**config.mk**
```make
export PLATFORM = sky130hd
export DESIGN_NAME = power_mode_clock_control
export DESIGN_NICKNAME = d
export VERILOG_FILES = /design/src/pkg/pwr_ctl_pkg.sv /design/src/design/pclk_divider.sv /design/src/design/wake_timer.sv /design/src/design/power_mode_clock_control.sv
export SDC_FILE = /design/constraint.sdc
export NUM_CORES = 1
export LEC_CHECK = 0
export BUFFER_PORTS_ARGS = -buffer_cell sky130_fd_sc_hd__buf_2
export CORE_MARGIN = 1.5
export CORE_UTILIZATION = 50
export DETAILED_ROUTE_END_ITERATION = 8
export PLACE_DENSITY = 0.72
export SYNTH_ARGS = -nofsm -noshare
export SYNTH_HDL_FRONTEND = slang
export SYNTH_HIERARCHICAL = 1
export SYNTH_SLANG_ARGS = --single-unit
export TNS_END_PERCENT = 100
```
**constraint.sdc**
```tcl
create_clock -name clk_in -period 1.94 [get_ports clk_in]
set_input_delay 0.291 -clock clk_in [delete_from_list [all_inputs] [get_ports clk_in]]
set_output_delay 0.291 -clock clk_in [all_outputs]
set_load 0.03 [all_outputs]
```
**src/pkg/pwr_ctl_pkg.sv**
```systemverilog
// Register map, field layout and timing constants for power mode control
package pwr_ctl_pkg;

  // ****************************************************
  // Register byte offsets
  // ****************************************************
  localparam logic [7:0] OFS_MODE    = 8'h00;
  localparam logic [7:0] OFS_PGATE   = 8'h04;
  localparam logic [7:0] OFS_PDIV    = 8'h08;
  localparam logic [7:0] OFS_VMAP    = 8'h0c;
  localparam logic [7:0] OFS_PLL     = 8'h10;
  localparam logic [7:0] OFS_EXTMODE = 8'h14;
  localparam logic [7:0] OFS_EXTPOL  = 8'h18;
  localparam logic [7:0] OFS_EXTFLAG = 8'h1c;
  localparam logic [7:0] OFS_WAKEEN  = 8'h20;
  localparam logic [7:0] OFS_EXTSEL  = 8'h24;
  localparam logic [7:0] OFS_RTCSRC  = 8'h28;
  localparam logic [7:0] OFS_STATUS  = 8'h2c;

  // ****************************************************
  // Field positions and reset values
  // ****************************************************
  localparam int unsigned BIT_IDLE    = 0;
  localparam int unsigned BIT_PDOWN   = 1;
  localparam int unsigned BIT_PLL_EN  = 0;
  localparam int unsigned BIT_PLL_CON = 1;
  localparam int unsigned EXT_N       = 9;
  localparam int unsigned IRQ_N       = 4;
  localparam int unsigned PERIPH_N    = 16;
  localparam logic [1:0]  PDIV_FULL    = 2'h1;
  localparam logic [1:0]  PDIV_HALF    = 2'h2;
  localparam logic [1:0]  PDIV_QUARTER = 2'h0;
  localparam logic [1:0]  PDIV_RST     = PDIV_QUARTER;
  localparam logic [15:0] PGATE_RST    = 16'hffff;

  // ****************************************************
  // Timing
  // ****************************************************
  localparam int unsigned CLK_HZ        = 20_000_000;
  localparam int unsigned WAKE_TIME_US  = 100;
  localparam int unsigned WAKE_CYCLES   =
    (WAKE_TIME_US * (CLK_HZ / 1_000_000));

  // ****************************************************
  // Power states
  // ****************************************************
  typedef enum logic [1:0] {
    ST_RUN   = 2'b00,
    ST_IDLE  = 2'b01,
    ST_PDOWN = 2'b10,
    ST_WAKE  = 2'b11
  } pwr_state_t;

endpackage

```
**src/design/pclk_divider.sv**
```systemverilog
// Peripheral clock enable divider: full, half or quarter of cpu clock
`timescale 1ns/1ns
module pclk_divider
  import pwr_ctl_pkg::*;
(
  input  wire logic       clk_in,
  input  wire logic       rst_b_in,
  input  wire logic       run_in,
  input  wire logic [1:0] sel_in,
  output logic            tick_out
);

  logic [1:0] cnt_ff;
  logic [1:0] last_val;

  always_comb begin
    last_val = 2'h3;
    if (sel_in == PDIV_FULL) begin
      last_val = 2'h0;
    end else if (sel_in == PDIV_HALF) begin
      last_val = 2'h1;
    end
  end

  // Counter stops while the oscillator is gated
  always_ff @(posedge clk_in or negedge rst_b_in) begin
    if (!rst_b_in) begin
      cnt_ff   <= 2'h0;
      tick_out <= 1'b0;
    end else if (!run_in) begin
      tick_out <= 1'b0;
    end else if (cnt_ff >= last_val) begin
      cnt_ff   <= 2'h0;
      tick_out <= 1'b1;
    end else begin
      cnt_ff   <= cnt_ff + 2'h1;
      tick_out <= 1'b0;
    end
  end

endmodule

```
**src/design/wake_timer.sv**
```systemverilog
// Oscillator settle timer that holds off execution after power-down
`timescale 1ns/1ns
module wake_timer #(
  parameter int unsigned CYCLES = 2000
) (
  input  wire logic clk_in,
  input  wire logic rst_b_in,
  input  wire logic start_in,
  output logic      done_out
);

  logic [15:0] cnt_ff;

  always_ff @(posedge clk_in or negedge rst_b_in) begin
    if (!rst_b_in) begin
      cnt_ff   <= 16'h0000;
      done_out <= 1'b0;
    end else if (start_in) begin
      cnt_ff   <= 16'h0000;
      done_out <= 1'b0;
    end else if (cnt_ff == CYCLES[15:0] - 16'h0001) begin
      done_out <= 1'b1;
    end else if (!done_out) begin
      cnt_ff <= cnt_ff + 16'h0001;
    end
  end

endmodule

```
**src/design/power_mode_clock_control.sv**
```systemverilog
// Power mode, clock gating, wake-up and vector map control block
//
// Contract
// - Idle stops instruction execution until reset or interrupt.
// - Peripherals keep clocks in idle; their interrupts resume the cpu.
// - Idle gates clocks of cpu, memories and internal buses.
// - Power-down stops oscillator and gates every internal clock.
// - Power-down keeps all state and holds outputs at last level.
// - Power-down ends on reset or clockless wake interrupts.
// - External inputs, edge or level, combine into four interrupts.
// - Each external input individually enabled as power-down wake source.
// - Software maps vector region at zero to flash or ram.
// - Peripheral clock is cpu clock divided by one, two or four.
// - Peripheral divider resets to quarter rate.
// - Pll stays running in idle if it was running before.
// - Rtc on external 32 kHz source keeps counting in power-down.
// - Each peripheral clock can be switched off individually.
// - After reset pll is off and bypassed.
// - Every interrupt wake from power-down passes through oscillator settle timer; reset skips it.
`timescale 1ns/1ns
module power_mode_clock_control
  import pwr_ctl_pkg::*;
#(
  parameter int unsigned WAKE_CNT = WAKE_CYCLES
) (
  input  wire logic                clk_in,
  input  wire logic                rst_b_in,
  input  wire logic                wb_cyc_in,
  input  wire logic                wb_stb_in,
  input  wire logic                wb_we_in,
  input  wire logic [7:0]          wb_adr_in,
  input  wire logic [3:0]          wb_sel_in,
  input  wire logic [31:0]         wb_dat_in,
  output logic      [31:0]         wb_dat_out,
  output logic                     wb_ack_out,
  input  wire logic [EXT_N-1:0]    ext_irq_in,
  input  wire logic                periph_irq_in,
  output logic                     cpu_clock_en_out,
  output logic                     mem_bus_clk_en_out,
  output logic                     osc_en_out,
  output logic                     pll_en_out,
  output logic                     pll_connect_out,
  output logic                     peripheral_bus_tick_out,
  output logic [PERIPH_N-1:0]      periph_clk_en_out,
  output logic                     rtc_ext_clk_out,
  output logic                     vec_map_ram_out,
  output logic [IRQ_N-1:0]         irq_out,
  output logic                     pin_hold_out
);

  // ****************************************************
  // Input synchroniser
  // ****************************************************
  logic [EXT_N-1:0] ext_meta_ff;
  logic [EXT_N-1:0] ext_sync_ff;
  logic [EXT_N-1:0] ext_last_ff;
  logic             pirq_meta_ff;
  logic             pirq_sync_ff;

  always_ff @(posedge clk_in or negedge rst_b_in) begin
    if (!rst_b_in) begin
      {ext_meta_ff, ext_sync_ff, ext_last_ff} <= '0;
      {pirq_meta_ff, pirq_sync_ff}            <= 2'b00;
    end else begin
      ext_meta_ff  <= ext_irq_in;
      ext_sync_ff  <= ext_meta_ff;
      ext_last_ff  <= ext_sync_ff;
      pirq_meta_ff <= periph_irq_in;
      pirq_sync_ff <= pirq_meta_ff;
    end
  end

  // ****************************************************
  // Registers
  // ****************************************************
  pwr_state_t        state_ff;
  logic [1:0]        mode_ff;
  logic [PERIPH_N-1:0] pgate_ff;
  logic [1:0]        pdiv_ff;
  logic              vmap_ff;
  logic [1:0]        pll_ff;
  logic [EXT_N-1:0]  extmode_ff;
  logic [EXT_N-1:0]  extpol_ff;
  logic [EXT_N-1:0]  extflag_ff;
  logic [EXT_N-1:0]  wakeen_ff;
  logic [2*EXT_N-1:0] extsel_ff;
  logic              rtcsrc_ff;
  logic              wake_done;

  logic              wr_stb;
  logic              rd_stb;
  logic [EXT_N-1:0]  ext_event;
  logic [IRQ_N-1:0]  nxt_irq;
  logic              any_irq;
  logic              pd_wake;

  function automatic logic [31:0] wmask(input logic [31:0] old_v,
                                        input logic [31:0] new_v,
                                        input logic [3:0]  sel);
    logic [31:0] r;
    r = old_v;
    for (int i = 0; i < 4; i++) begin
      if (sel[i]) r[i*8 +: 8] = new_v[i*8 +: 8];
    end
    return r;
  endfunction

  assign wr_stb = wb_cyc_in && wb_stb_in && wb_we_in && !wb_ack_out;
  assign rd_stb = wb_cyc_in && wb_stb_in && !wb_we_in && !wb_ack_out;

  // Level inputs are active while at the chosen polarity
  always_comb begin
    for (int i = 0; i < EXT_N; i++) begin
      ext_event[i] = extmode_ff[i] ?
        ((ext_sync_ff[i] ^ ~extpol_ff[i]) &
         ~(ext_last_ff[i] ^ ~extpol_ff[i])) :
        (ext_sync_ff[i] ^ ~extpol_ff[i]);
    end
  end

  // Each input routed to one of the four lines by its selector
  always_comb begin
    nxt_irq = '0;
    for (int i = 0; i < EXT_N; i++) begin
      if (extflag_ff[i]) begin
        nxt_irq[extsel_ff[2*i +: 2]] = 1'b1;
      end
    end
  end

  assign any_irq = (|nxt_irq) || pirq_sync_ff;
  // Wake: synchronised enabled event (level or edge) or pending enabled flag
  assign pd_wake = |((ext_event | extflag_ff) & wakeen_ff);

  // ****************************************************
  // Power state machine
  // ****************************************************
  always_ff @(posedge clk_in or negedge rst_b_in) begin
    if (!rst_b_in) begin
      state_ff <= ST_RUN;
    end else begin
      case (state_ff)
        ST_RUN: begin
          if (mode_ff[BIT_PDOWN]) begin
            state_ff <= ST_PDOWN;
          end else if (mode_ff[BIT_IDLE]) begin
            state_ff <= ST_IDLE;
          end
        end
        ST_IDLE:  if (any_irq) state_ff <= ST_RUN;
        ST_PDOWN: if (pd_wake) state_ff <= ST_WAKE;
        ST_WAKE:  if (wake_done) state_ff <= ST_RUN;
        default: state_ff <= ST_RUN;
      endcase
    end
  end

  wake_timer #(
    .CYCLES (WAKE_CNT)
  ) u_wake (
    .clk_in   (clk_in),
    .rst_b_in (rst_b_in),
    .start_in (state_ff == ST_PDOWN),
    .done_out (wake_done)
  );

  // ****************************************************
  // Mode register, cleared by hardware on wake
  // ****************************************************
  always_ff @(posedge clk_in or negedge rst_b_in) begin
    if (!rst_b_in) begin
      mode_ff <= 2'h0;
    end else if ((state_ff == ST_IDLE && any_irq) ||
                 (state_ff == ST_WAKE && wake_done)) begin
      mode_ff <= 2'h0;
    end else if (wr_stb && wb_adr_in == OFS_MODE && wb_sel_in[0] &&
                 state_ff == ST_RUN) begin
      mode_ff <= wb_dat_in[1:0];
    end
  end

  // ****************************************************
  // Configuration registers
  // ****************************************************
  always_ff @(posedge clk_in or negedge rst_b_in) begin
    if (!rst_b_in) begin
      pgate_ff   <= PGATE_RST;
      pdiv_ff    <= PDIV_RST;
      vmap_ff    <= 1'b0;
      pll_ff     <= 2'h0;
      extmode_ff <= '0;
      extpol_ff  <= '0;
      wakeen_ff  <= '0;
      extsel_ff  <= '0;
      rtcsrc_ff  <= 1'b0;
    end else if (wr_stb) begin
      case (wb_adr_in)
        OFS_PGATE: pgate_ff <= PERIPH_N'(wmask({16'h0000, pgate_ff},
                                 wb_dat_in, wb_sel_in));
        OFS_PDIV: if (wb_sel_in[0]) pdiv_ff <= wb_dat_in[1:0];
        OFS_VMAP: if (wb_sel_in[0]) vmap_ff <= wb_dat_in[0];
        OFS_PLL: if (wb_sel_in[0]) pll_ff <= wb_dat_in[1:0];
        OFS_EXTMODE: extmode_ff <= EXT_N'(wmask({23'h0, extmode_ff},
                                   wb_dat_in, wb_sel_in));
        OFS_EXTPOL: extpol_ff <= EXT_N'(wmask({23'h0, extpol_ff},
                                 wb_dat_in, wb_sel_in));
        OFS_WAKEEN: wakeen_ff <= EXT_N'(wmask({23'h0, wakeen_ff},
                                 wb_dat_in, wb_sel_in));
        OFS_EXTSEL: extsel_ff <= (2*EXT_N)'(wmask({14'h0, extsel_ff},
                                 wb_dat_in, wb_sel_in));
        OFS_RTCSRC: if (wb_sel_in[0]) rtcsrc_ff <= wb_dat_in[0];
        default: ;
      endcase
    end
  end

  // Flags: write one to clear, new event wins over the clear
  always_ff @(posedge clk_in or negedge rst_b_in) begin
    if (!rst_b_in) begin
      extflag_ff <= '0;
    end else begin
      extflag_ff <= (extflag_ff &
                     ~((wr_stb && wb_adr_in == OFS_EXTFLAG) ?
                       EXT_N'(wmask(32'h0, wb_dat_in, wb_sel_in)) :
                       '0)) | ext_event;
    end
  end

  // ****************************************************
  // Bus answer
  // ****************************************************
  always_ff @(posedge clk_in or negedge rst_b_in) begin
    if (!rst_b_in) begin
      wb_ack_out <= 1'b0;
      wb_dat_out <= 32'h0000_0000;
    end else begin
      wb_ack_out <= wr_stb || rd_stb;
      if (rd_stb) begin
        case (wb_adr_in)
          OFS_MODE:    wb_dat_out <= {30'h0, mode_ff};
          OFS_PGATE:   wb_dat_out <= {16'h0, pgate_ff};
          OFS_PDIV:    wb_dat_out <= {30'h0, pdiv_ff};
          OFS_VMAP:    wb_dat_out <= {31'h0, vmap_ff};
          OFS_PLL:     wb_dat_out <= {30'h0, pll_ff};
          OFS_EXTMODE: wb_dat_out <= {23'h0, extmode_ff};
          OFS_EXTPOL:  wb_dat_out <= {23'h0, extpol_ff};
          OFS_EXTFLAG: wb_dat_out <= {23'h0, extflag_ff};
          OFS_WAKEEN:  wb_dat_out <= {23'h0, wakeen_ff};
          OFS_EXTSEL:  wb_dat_out <= {14'h0, extsel_ff};
          OFS_RTCSRC:  wb_dat_out <= {31'h0, rtcsrc_ff};
          OFS_STATUS:  wb_dat_out <= {30'h0, state_ff};
          default:     wb_dat_out <= 32'h0000_0000;
        endcase
      end
    end
  end

  // ****************************************************
  // Clock gating outputs
  // ****************************************************
  logic pclk_tick;

  pclk_divider u_pdiv (
    .clk_in   (clk_in),
    .rst_b_in (rst_b_in),
    .run_in   (state_ff != ST_PDOWN),
    .sel_in   (pdiv_ff),
    .tick_out (pclk_tick)
  );

  always_ff @(posedge clk_in or negedge rst_b_in) begin
    if (!rst_b_in) begin
      cpu_clock_en_out        <= 1'b1;
      mem_bus_clk_en_out      <= 1'b1;
      osc_en_out              <= 1'b1;
      pll_en_out              <= 1'b0;
      pll_connect_out         <= 1'b0;
      peripheral_bus_tick_out <= 1'b0;
      periph_clk_en_out       <= '0;
      rtc_ext_clk_out         <= 1'b0;
      vec_map_ram_out         <= 1'b0;
      irq_out                 <= '0;
      pin_hold_out            <= 1'b0;
    end else begin
      cpu_clock_en_out   <= (state_ff == ST_RUN);
      mem_bus_clk_en_out <= (state_ff == ST_RUN);
      osc_en_out         <= (state_ff != ST_PDOWN);
      // Pll follows software in idle, off only in power-down
      pll_en_out      <= pll_ff[BIT_PLL_EN] &&
                         (state_ff != ST_PDOWN);
      pll_connect_out <= pll_ff[BIT_PLL_EN] && pll_ff[BIT_PLL_CON] &&
                         (state_ff != ST_PDOWN);
      peripheral_bus_tick_out <= pclk_tick;
      periph_clk_en_out <= (state_ff == ST_PDOWN) ?
                           '0 : pgate_ff;
      rtc_ext_clk_out <= rtcsrc_ff;
      vec_map_ram_out <= vmap_ff;
      irq_out         <= nxt_irq;
      pin_hold_out    <= (state_ff == ST_PDOWN);
    end
  end
endmodule

```
Yosys cells after proc, flatten, opt, wreduce, memory -nomap -nowiden. Index checks and enable logic that the tools add are counted.

Bits in read-only memories: 0. Input port bits: 59. Memory bits (writable): 0. Word-level logic and storage cells: 252. Memories: 0. Bits in latches: 0. Flip-flop bits (word level): 190.

Multiply operators: 0. Equality and inequality tests: 24. Reductions and logical operators: 51. $add $sub $neg: 2. Muxes and demuxes: 59. Shift operators: 0. Magnitude comparators: 19. Bitwise gates (word level): 58. Divide/modulo/power cells: 0.

Operator list (number): $pmux W18 S12 (1); $mux W16 (4); $reduce_and A3 Y1 (15); $mux W4 (9); $eq A8 B5 Y1 const B (4); $eq A8 B6 Y1 const B (4); $or A4 B4 Y4 (8); $lt A2 B3 Y1 const B (9); $logic_and A1 B1 Y1 (23); $mux W1 (23); $mux W2 (10); $and A9 B9 Y9 (2); $demux W1 S2 (9); $ge A2 B1 Y1 const B (9); $not A1 Y1 (18); $or A9 B9 Y9 (2); $xor A1 B1 Y1 (18); $add A16 B1 Y16 const B (1); $eq A16 B11 Y1 const B (1); $eq A8 B4 Y1 const B (2); $and A1 B1 Y1 (9); $mux W9 (1); $not A9 Y9 (1); $reduce_or A9 Y1 (1); other kinds (18) (29).

Longest topological paths before layout.
Word-level depth: 26. Depth in mapped cells: 8.

Hierarchy. Netlist, hierarchy kept.

Modules (own cells, without submodules): power_mode_clock_control (instances 1, cells each 540, area each 6677.7 um^2); wake_timer (instances 1, cells each 92, area each 903.4 um^2); pclk_divider (instances 1, cells each 18, area each 196.4 um^2).

Worst setup path after synthesis. No wires, ideal clock.

Path kind: register to register. Start: reg wb_ack_out. End: reg mode_ff[0]. Period minus slack after synthesis: 1875 ps. Required time: 1816 ps. Cell stages (with the launch flop): 8. Arrival: 1751 ps. Path slack: 65 ps. Setup time: 124 ps. Path buffers: 1. Cells stage by stage: dfrtp_1 -> and3b_1 -> and3_1 -> buf_2 -> nor3b_2 -> and3_1 -> mux2i_1 -> nor2_1.

Word-level cells in the longest chain between the ends: 6.

RTL lines: start, declared (line power_mode_clock_control.sv:35) `output logic wb_ack_out,`; start signal, assigned (line power_mode_clock_control.sv:237) `wb_ack_out <= wr_stb || rd_stb;`; $logic_not A1 Y1 (line power_mode_clock_control.sv:108) `assign wr_stb = wb_cyc_in && wb_stb_in && wb_we_in && !wb_ack_out;`; $logic_and A1 B1 Y1 (line power_mode_clock_control.sv:108); $logic_and A1 B1 Y1 (3 in series) (line power_mode_clock_control.sv:176) `end else if (wr_stb && wb_adr_in == OFS_MODE && wb_sel_in[0] &&`; $reduce_bool A2 Y1 (no source line); end signal, assigned (line power_mode_clock_control.sv:178) `mode_ff <= wb_dat_in[1:0];`; end, declared (line power_mode_clock_control.sv:77) `logic [1:0] mode_ff;`.

Every way passes these cells. A chain may end at the register's enable or synchronous reset.

Worst setup path after layout.
Start: reg wb_ack_out. End: reg wb_dat_out[5].

Word-level cells in the longest chain between the ends: 2.

RTL lines: $logic_not A1 Y1 (line power_mode_clock_control.sv:109) `assign rd_stb = wb_cyc_in && wb_stb_in && !wb_we_in && !wb_ack_out;`; $logic_and A1 B1 Y1 (line power_mode_clock_control.sv:109); end signal, assigned (line power_mode_clock_control.sv:240) `OFS_MODE: wb_dat_out <= {30'h0, mode_ff};`; end signal, assigned (line power_mode_clock_control.sv:241) `OFS_PGATE: wb_dat_out <= {16'h0, pgate_ff};`; end signal, assigned (line power_mode_clock_control.sv:242) `OFS_PDIV: wb_dat_out <= {30'h0, pdiv_ff};`; end, declared (line power_mode_clock_control.sv:34) `output logic [31:0] wb_dat_out,`.

Every way passes these cells.

==> impl_results.md <==
* CTS tree: yes
* DR DRC count at 0
* RePlAce Congestion at 0.950
* Synthesized cell area at approximately 7800 sq um
* Pleak at ~0.0045 uW
* Final critical-path required period at 1.92 ns
* Synth Area in Simple Gates at about 16%
* Largest net degree at the start of global routing at 54
* PD cells at around 900 nW/um^2
* Skew final at 0.0134 ns
* Ant. Diodes at 0
* Root buf cell: clkbuf_16
* Clock latency on the worst-skew pair at between 0.4 and 0.5 ns
* Synth-to-layout area growth at 21.1%
* Final Non-Filler Cells at 990
* Fin crit share at 99.0%
* Die Wd at 128 um
* Worst Hold Launch: wb_dat_in[17]
* Mux contribution to synthesized area at 11.1%
* Layout cells sized above 1 at between 30% and 40%
* Number of synthesized flops with an enable pin at 0
* Initial Util at 51.2%
* Die height at about 130 um
* DP Cell Count at 946
* Critical path origin: wb_ack_out
* Post-Syn Instances at 650
* Fraction of synthesized cell area in xor and xnor cells at approximately 1.9%
* Final HPWL DP at 13100 um
* Antenna violations before repair at 0
* Worst-path fanout max at 8
* Number of global-route vias before repair at 5685
* Reg clk slew, reported paths at 0.06 ns
* Number of I/O port buffers at 91
* Die area at 16300 sq um
* Layout Nets at 852
* Routed Antenna Nets at 0
* Commonest non-fill, non-tap cell in the layout: dfrtp_1
* Max-Cap Viols at 0
* Post-synthesis compound-gate area fraction at between 10% and 20%
* Status: finished, final reports clean
* Power Total at roughly 8500 uW
* Synth Area per Inst at about 12 sq um
* Synth Flop Type: dfrtp_1
* TNS Setup at 0 ns
* Slew Viols, Final at 0
* Most frequent cells in the layout: 156 x dfrtp_1, 90 x buf_2, 70 x mux2_2, 58 x nand2_1, 36 x a22oi_1
* Via count at 5607
* Ys async rst share at 100%
* GR Util All Layers at between 20% and 30%
* Via density at 5.66
* First-pass GRT wire length at a little under 30000 um
* CP startpoint kind: flip-flop
* Maximum VDD drop at 0.633 mV
* Post-synthesis sequential area ratio at 56.9%
* Number of buffers created by CTS at 17
* Ports at roughly 120
* TritonCTS Sinks at 176
* RSZ-0062 raised after global routing: no
* Post-synth cell types at between 60 and 70
* Reg2reg start: wb_ack_out
* Core Footprint at 15200 sq um
* Routed len/inst at 18.3 um
* Hold Crit Class: primary input to flip-flop
* Final hold violations at 0
* WS Path Type: flip-flop to flip-flop
* Drt first-iter violations at 443
* Flops & latches, synth at 176
* WP data required at approximately 2.3 ns
* Main combinational cell family by area after synthesis: simple AND/OR/NAND/NOR gates
* Bufs on Longest Clock Path at 2
* Grt ovf at 0
* WL final at 18100 um
* Final setup viols at 0
* Critical path endpoint category: flip-flop
* Synth warnings at 6
* Max Freq at 0.521 GHz
* H-tree depth at 4
* Adder-Cell Fraction of Synth Area at 0.644%
* Filler cell count at 1232
* Core Rows at 45
* Arrival @ worst endpoint at around 2.3 ns
* DR pass1 iterations at 4
-- through the flow --
step                hold slack (ns)  util, %  setup WS, ns  instance area, sq um
global route                 0.0909     62.0       0.00511                  9420
global placement              0.222     56.9       -0.0499                  8650
detailed placement            0.228     56.9       -0.0514                  8650
finish                        0.101     62.0        0.0203                  9420
CTS                          0.0909     61.7       0.00630                  9380
floorplan                  -0.00459        -        0.0647                  7830
-- final timing paths --
path	to	slack (ns)	depth (start not counted)
worst min register to register	ext_sync_ff[1]	0.35	0
worst max register to register	wb_dat_out[5]	0.02	6
max in group asynchronous	pgate_ff[2]	0.91	3
min in group asynchronous	u_wake/cnt_ff[9]	0.34	2
worst min-delay path	extsel_ff[17]	0.10	2
worst max-delay path	wb_dat_out[5]	0.02	6
-- synthesized netlist by cell type, types with 4 or more instances --
library cell	count	area, sq um
xor2_1	5	43.8
o21ai_0	18	90.1
nor2b_1	7	43.8
a31oi_1	10	62.6
mux2i_1	4	40.0
mux2_2	70	788
xnor2_1	12	105
nand4_1	7	43.8
and2_1	23	144
nor2_1	27	101
nand3b_1	13	97.6
ha_1	4	50.1
and3_1	4	25.0
nand3_1	15	75.1
a22oi_1	36	270
or3_1	4	25.0
inv_1	11	41.3
nand2b_1	7	43.8
nand2_1	59	221
nand2_2	4	25.0
or4_1	4	30.0
a21o_1	13	97.6
nor3_1	6	30.0
nor3b_1	8	60.1
buf_2	8	40.0
dfstp_2	18	473
dfrtp_1	158	3950
a21oi_1	16	80.1
clkbuf_1	9	33.8
buf_4	16	120
-- logic make-up after synthesis --
group | Yosys count
AO/OA/AOI/OAI | 119
multiplexers | 77
flip-flops | 176
other | 1
XOR/XNOR | 17
buffers and inverters | 45
adder cells (fa/ha/maj) | 4
AND/OR/NAND/NOR | 211
-- sequential cells by signal, summed over array words and instances, names as in the netlist, 2 cells and up --
name               cells
ext_last_ff            9
ext_meta_ff            9
ext_sync_ff            9
extflag_ff             9
extmode_ff             9
extpol_ff              9
extsel_ff             18
irq_out                4
mode_ff                2
pdiv_ff                2
periph_clk_en_out     16
pgate_ff              16
pll_ff                 2
state_ff               2
u_pdiv/cnt_ff          2
u_wake/cnt_ff         16
wakeen_ff              9
wb_dat_out            18
-- routing by layer --
metal | GRT usage, % | part of all wire [%]
met5 | 0 | 0
met4 | 9.25 | 1.8
met3 | 4.17 | 4.3
met2 | 39.9 | 50
met1 | 30.8 | 44
-- repair_timing --
item | CTS | global route
setup buffers | 0 | 1
gates resized for setup | 2 | 7
hold buffers | 11 | 0
endpoints found under the setup margin | 7 | 14
hold endpoints to repair | 44 | 0
-- worst max-delay path, stage by stage (launching register included) --
cell and delay [ns]:
dfrtp_1 0.38, and3b_1 0.27, nand2b_1 0.14, or4_4 0.54, buf_4 0.22, a31oi_1 0.21, a21o_1 0.11
-- cell type report --
type,instances,area [sq um],share of cell area [%]
Inverter,11,41.3,0.438
Timing Repair Buffer,141,915,9.71
Sequential cell,176,4430,47.0
Multi-Input combinational cell,442,3190,33.9
Tap cell,188,235,2.50
Clock inverter,14,181,1.93
Clock buffer,18,429,4.56
-- power by group --
part / internal, uW / switching [uW]
logic: 398 / 537
clock network: 2050 / 1440
registers: 3860 / 169
total: 6300 / 2150
(Power assumes the default switching activity.)
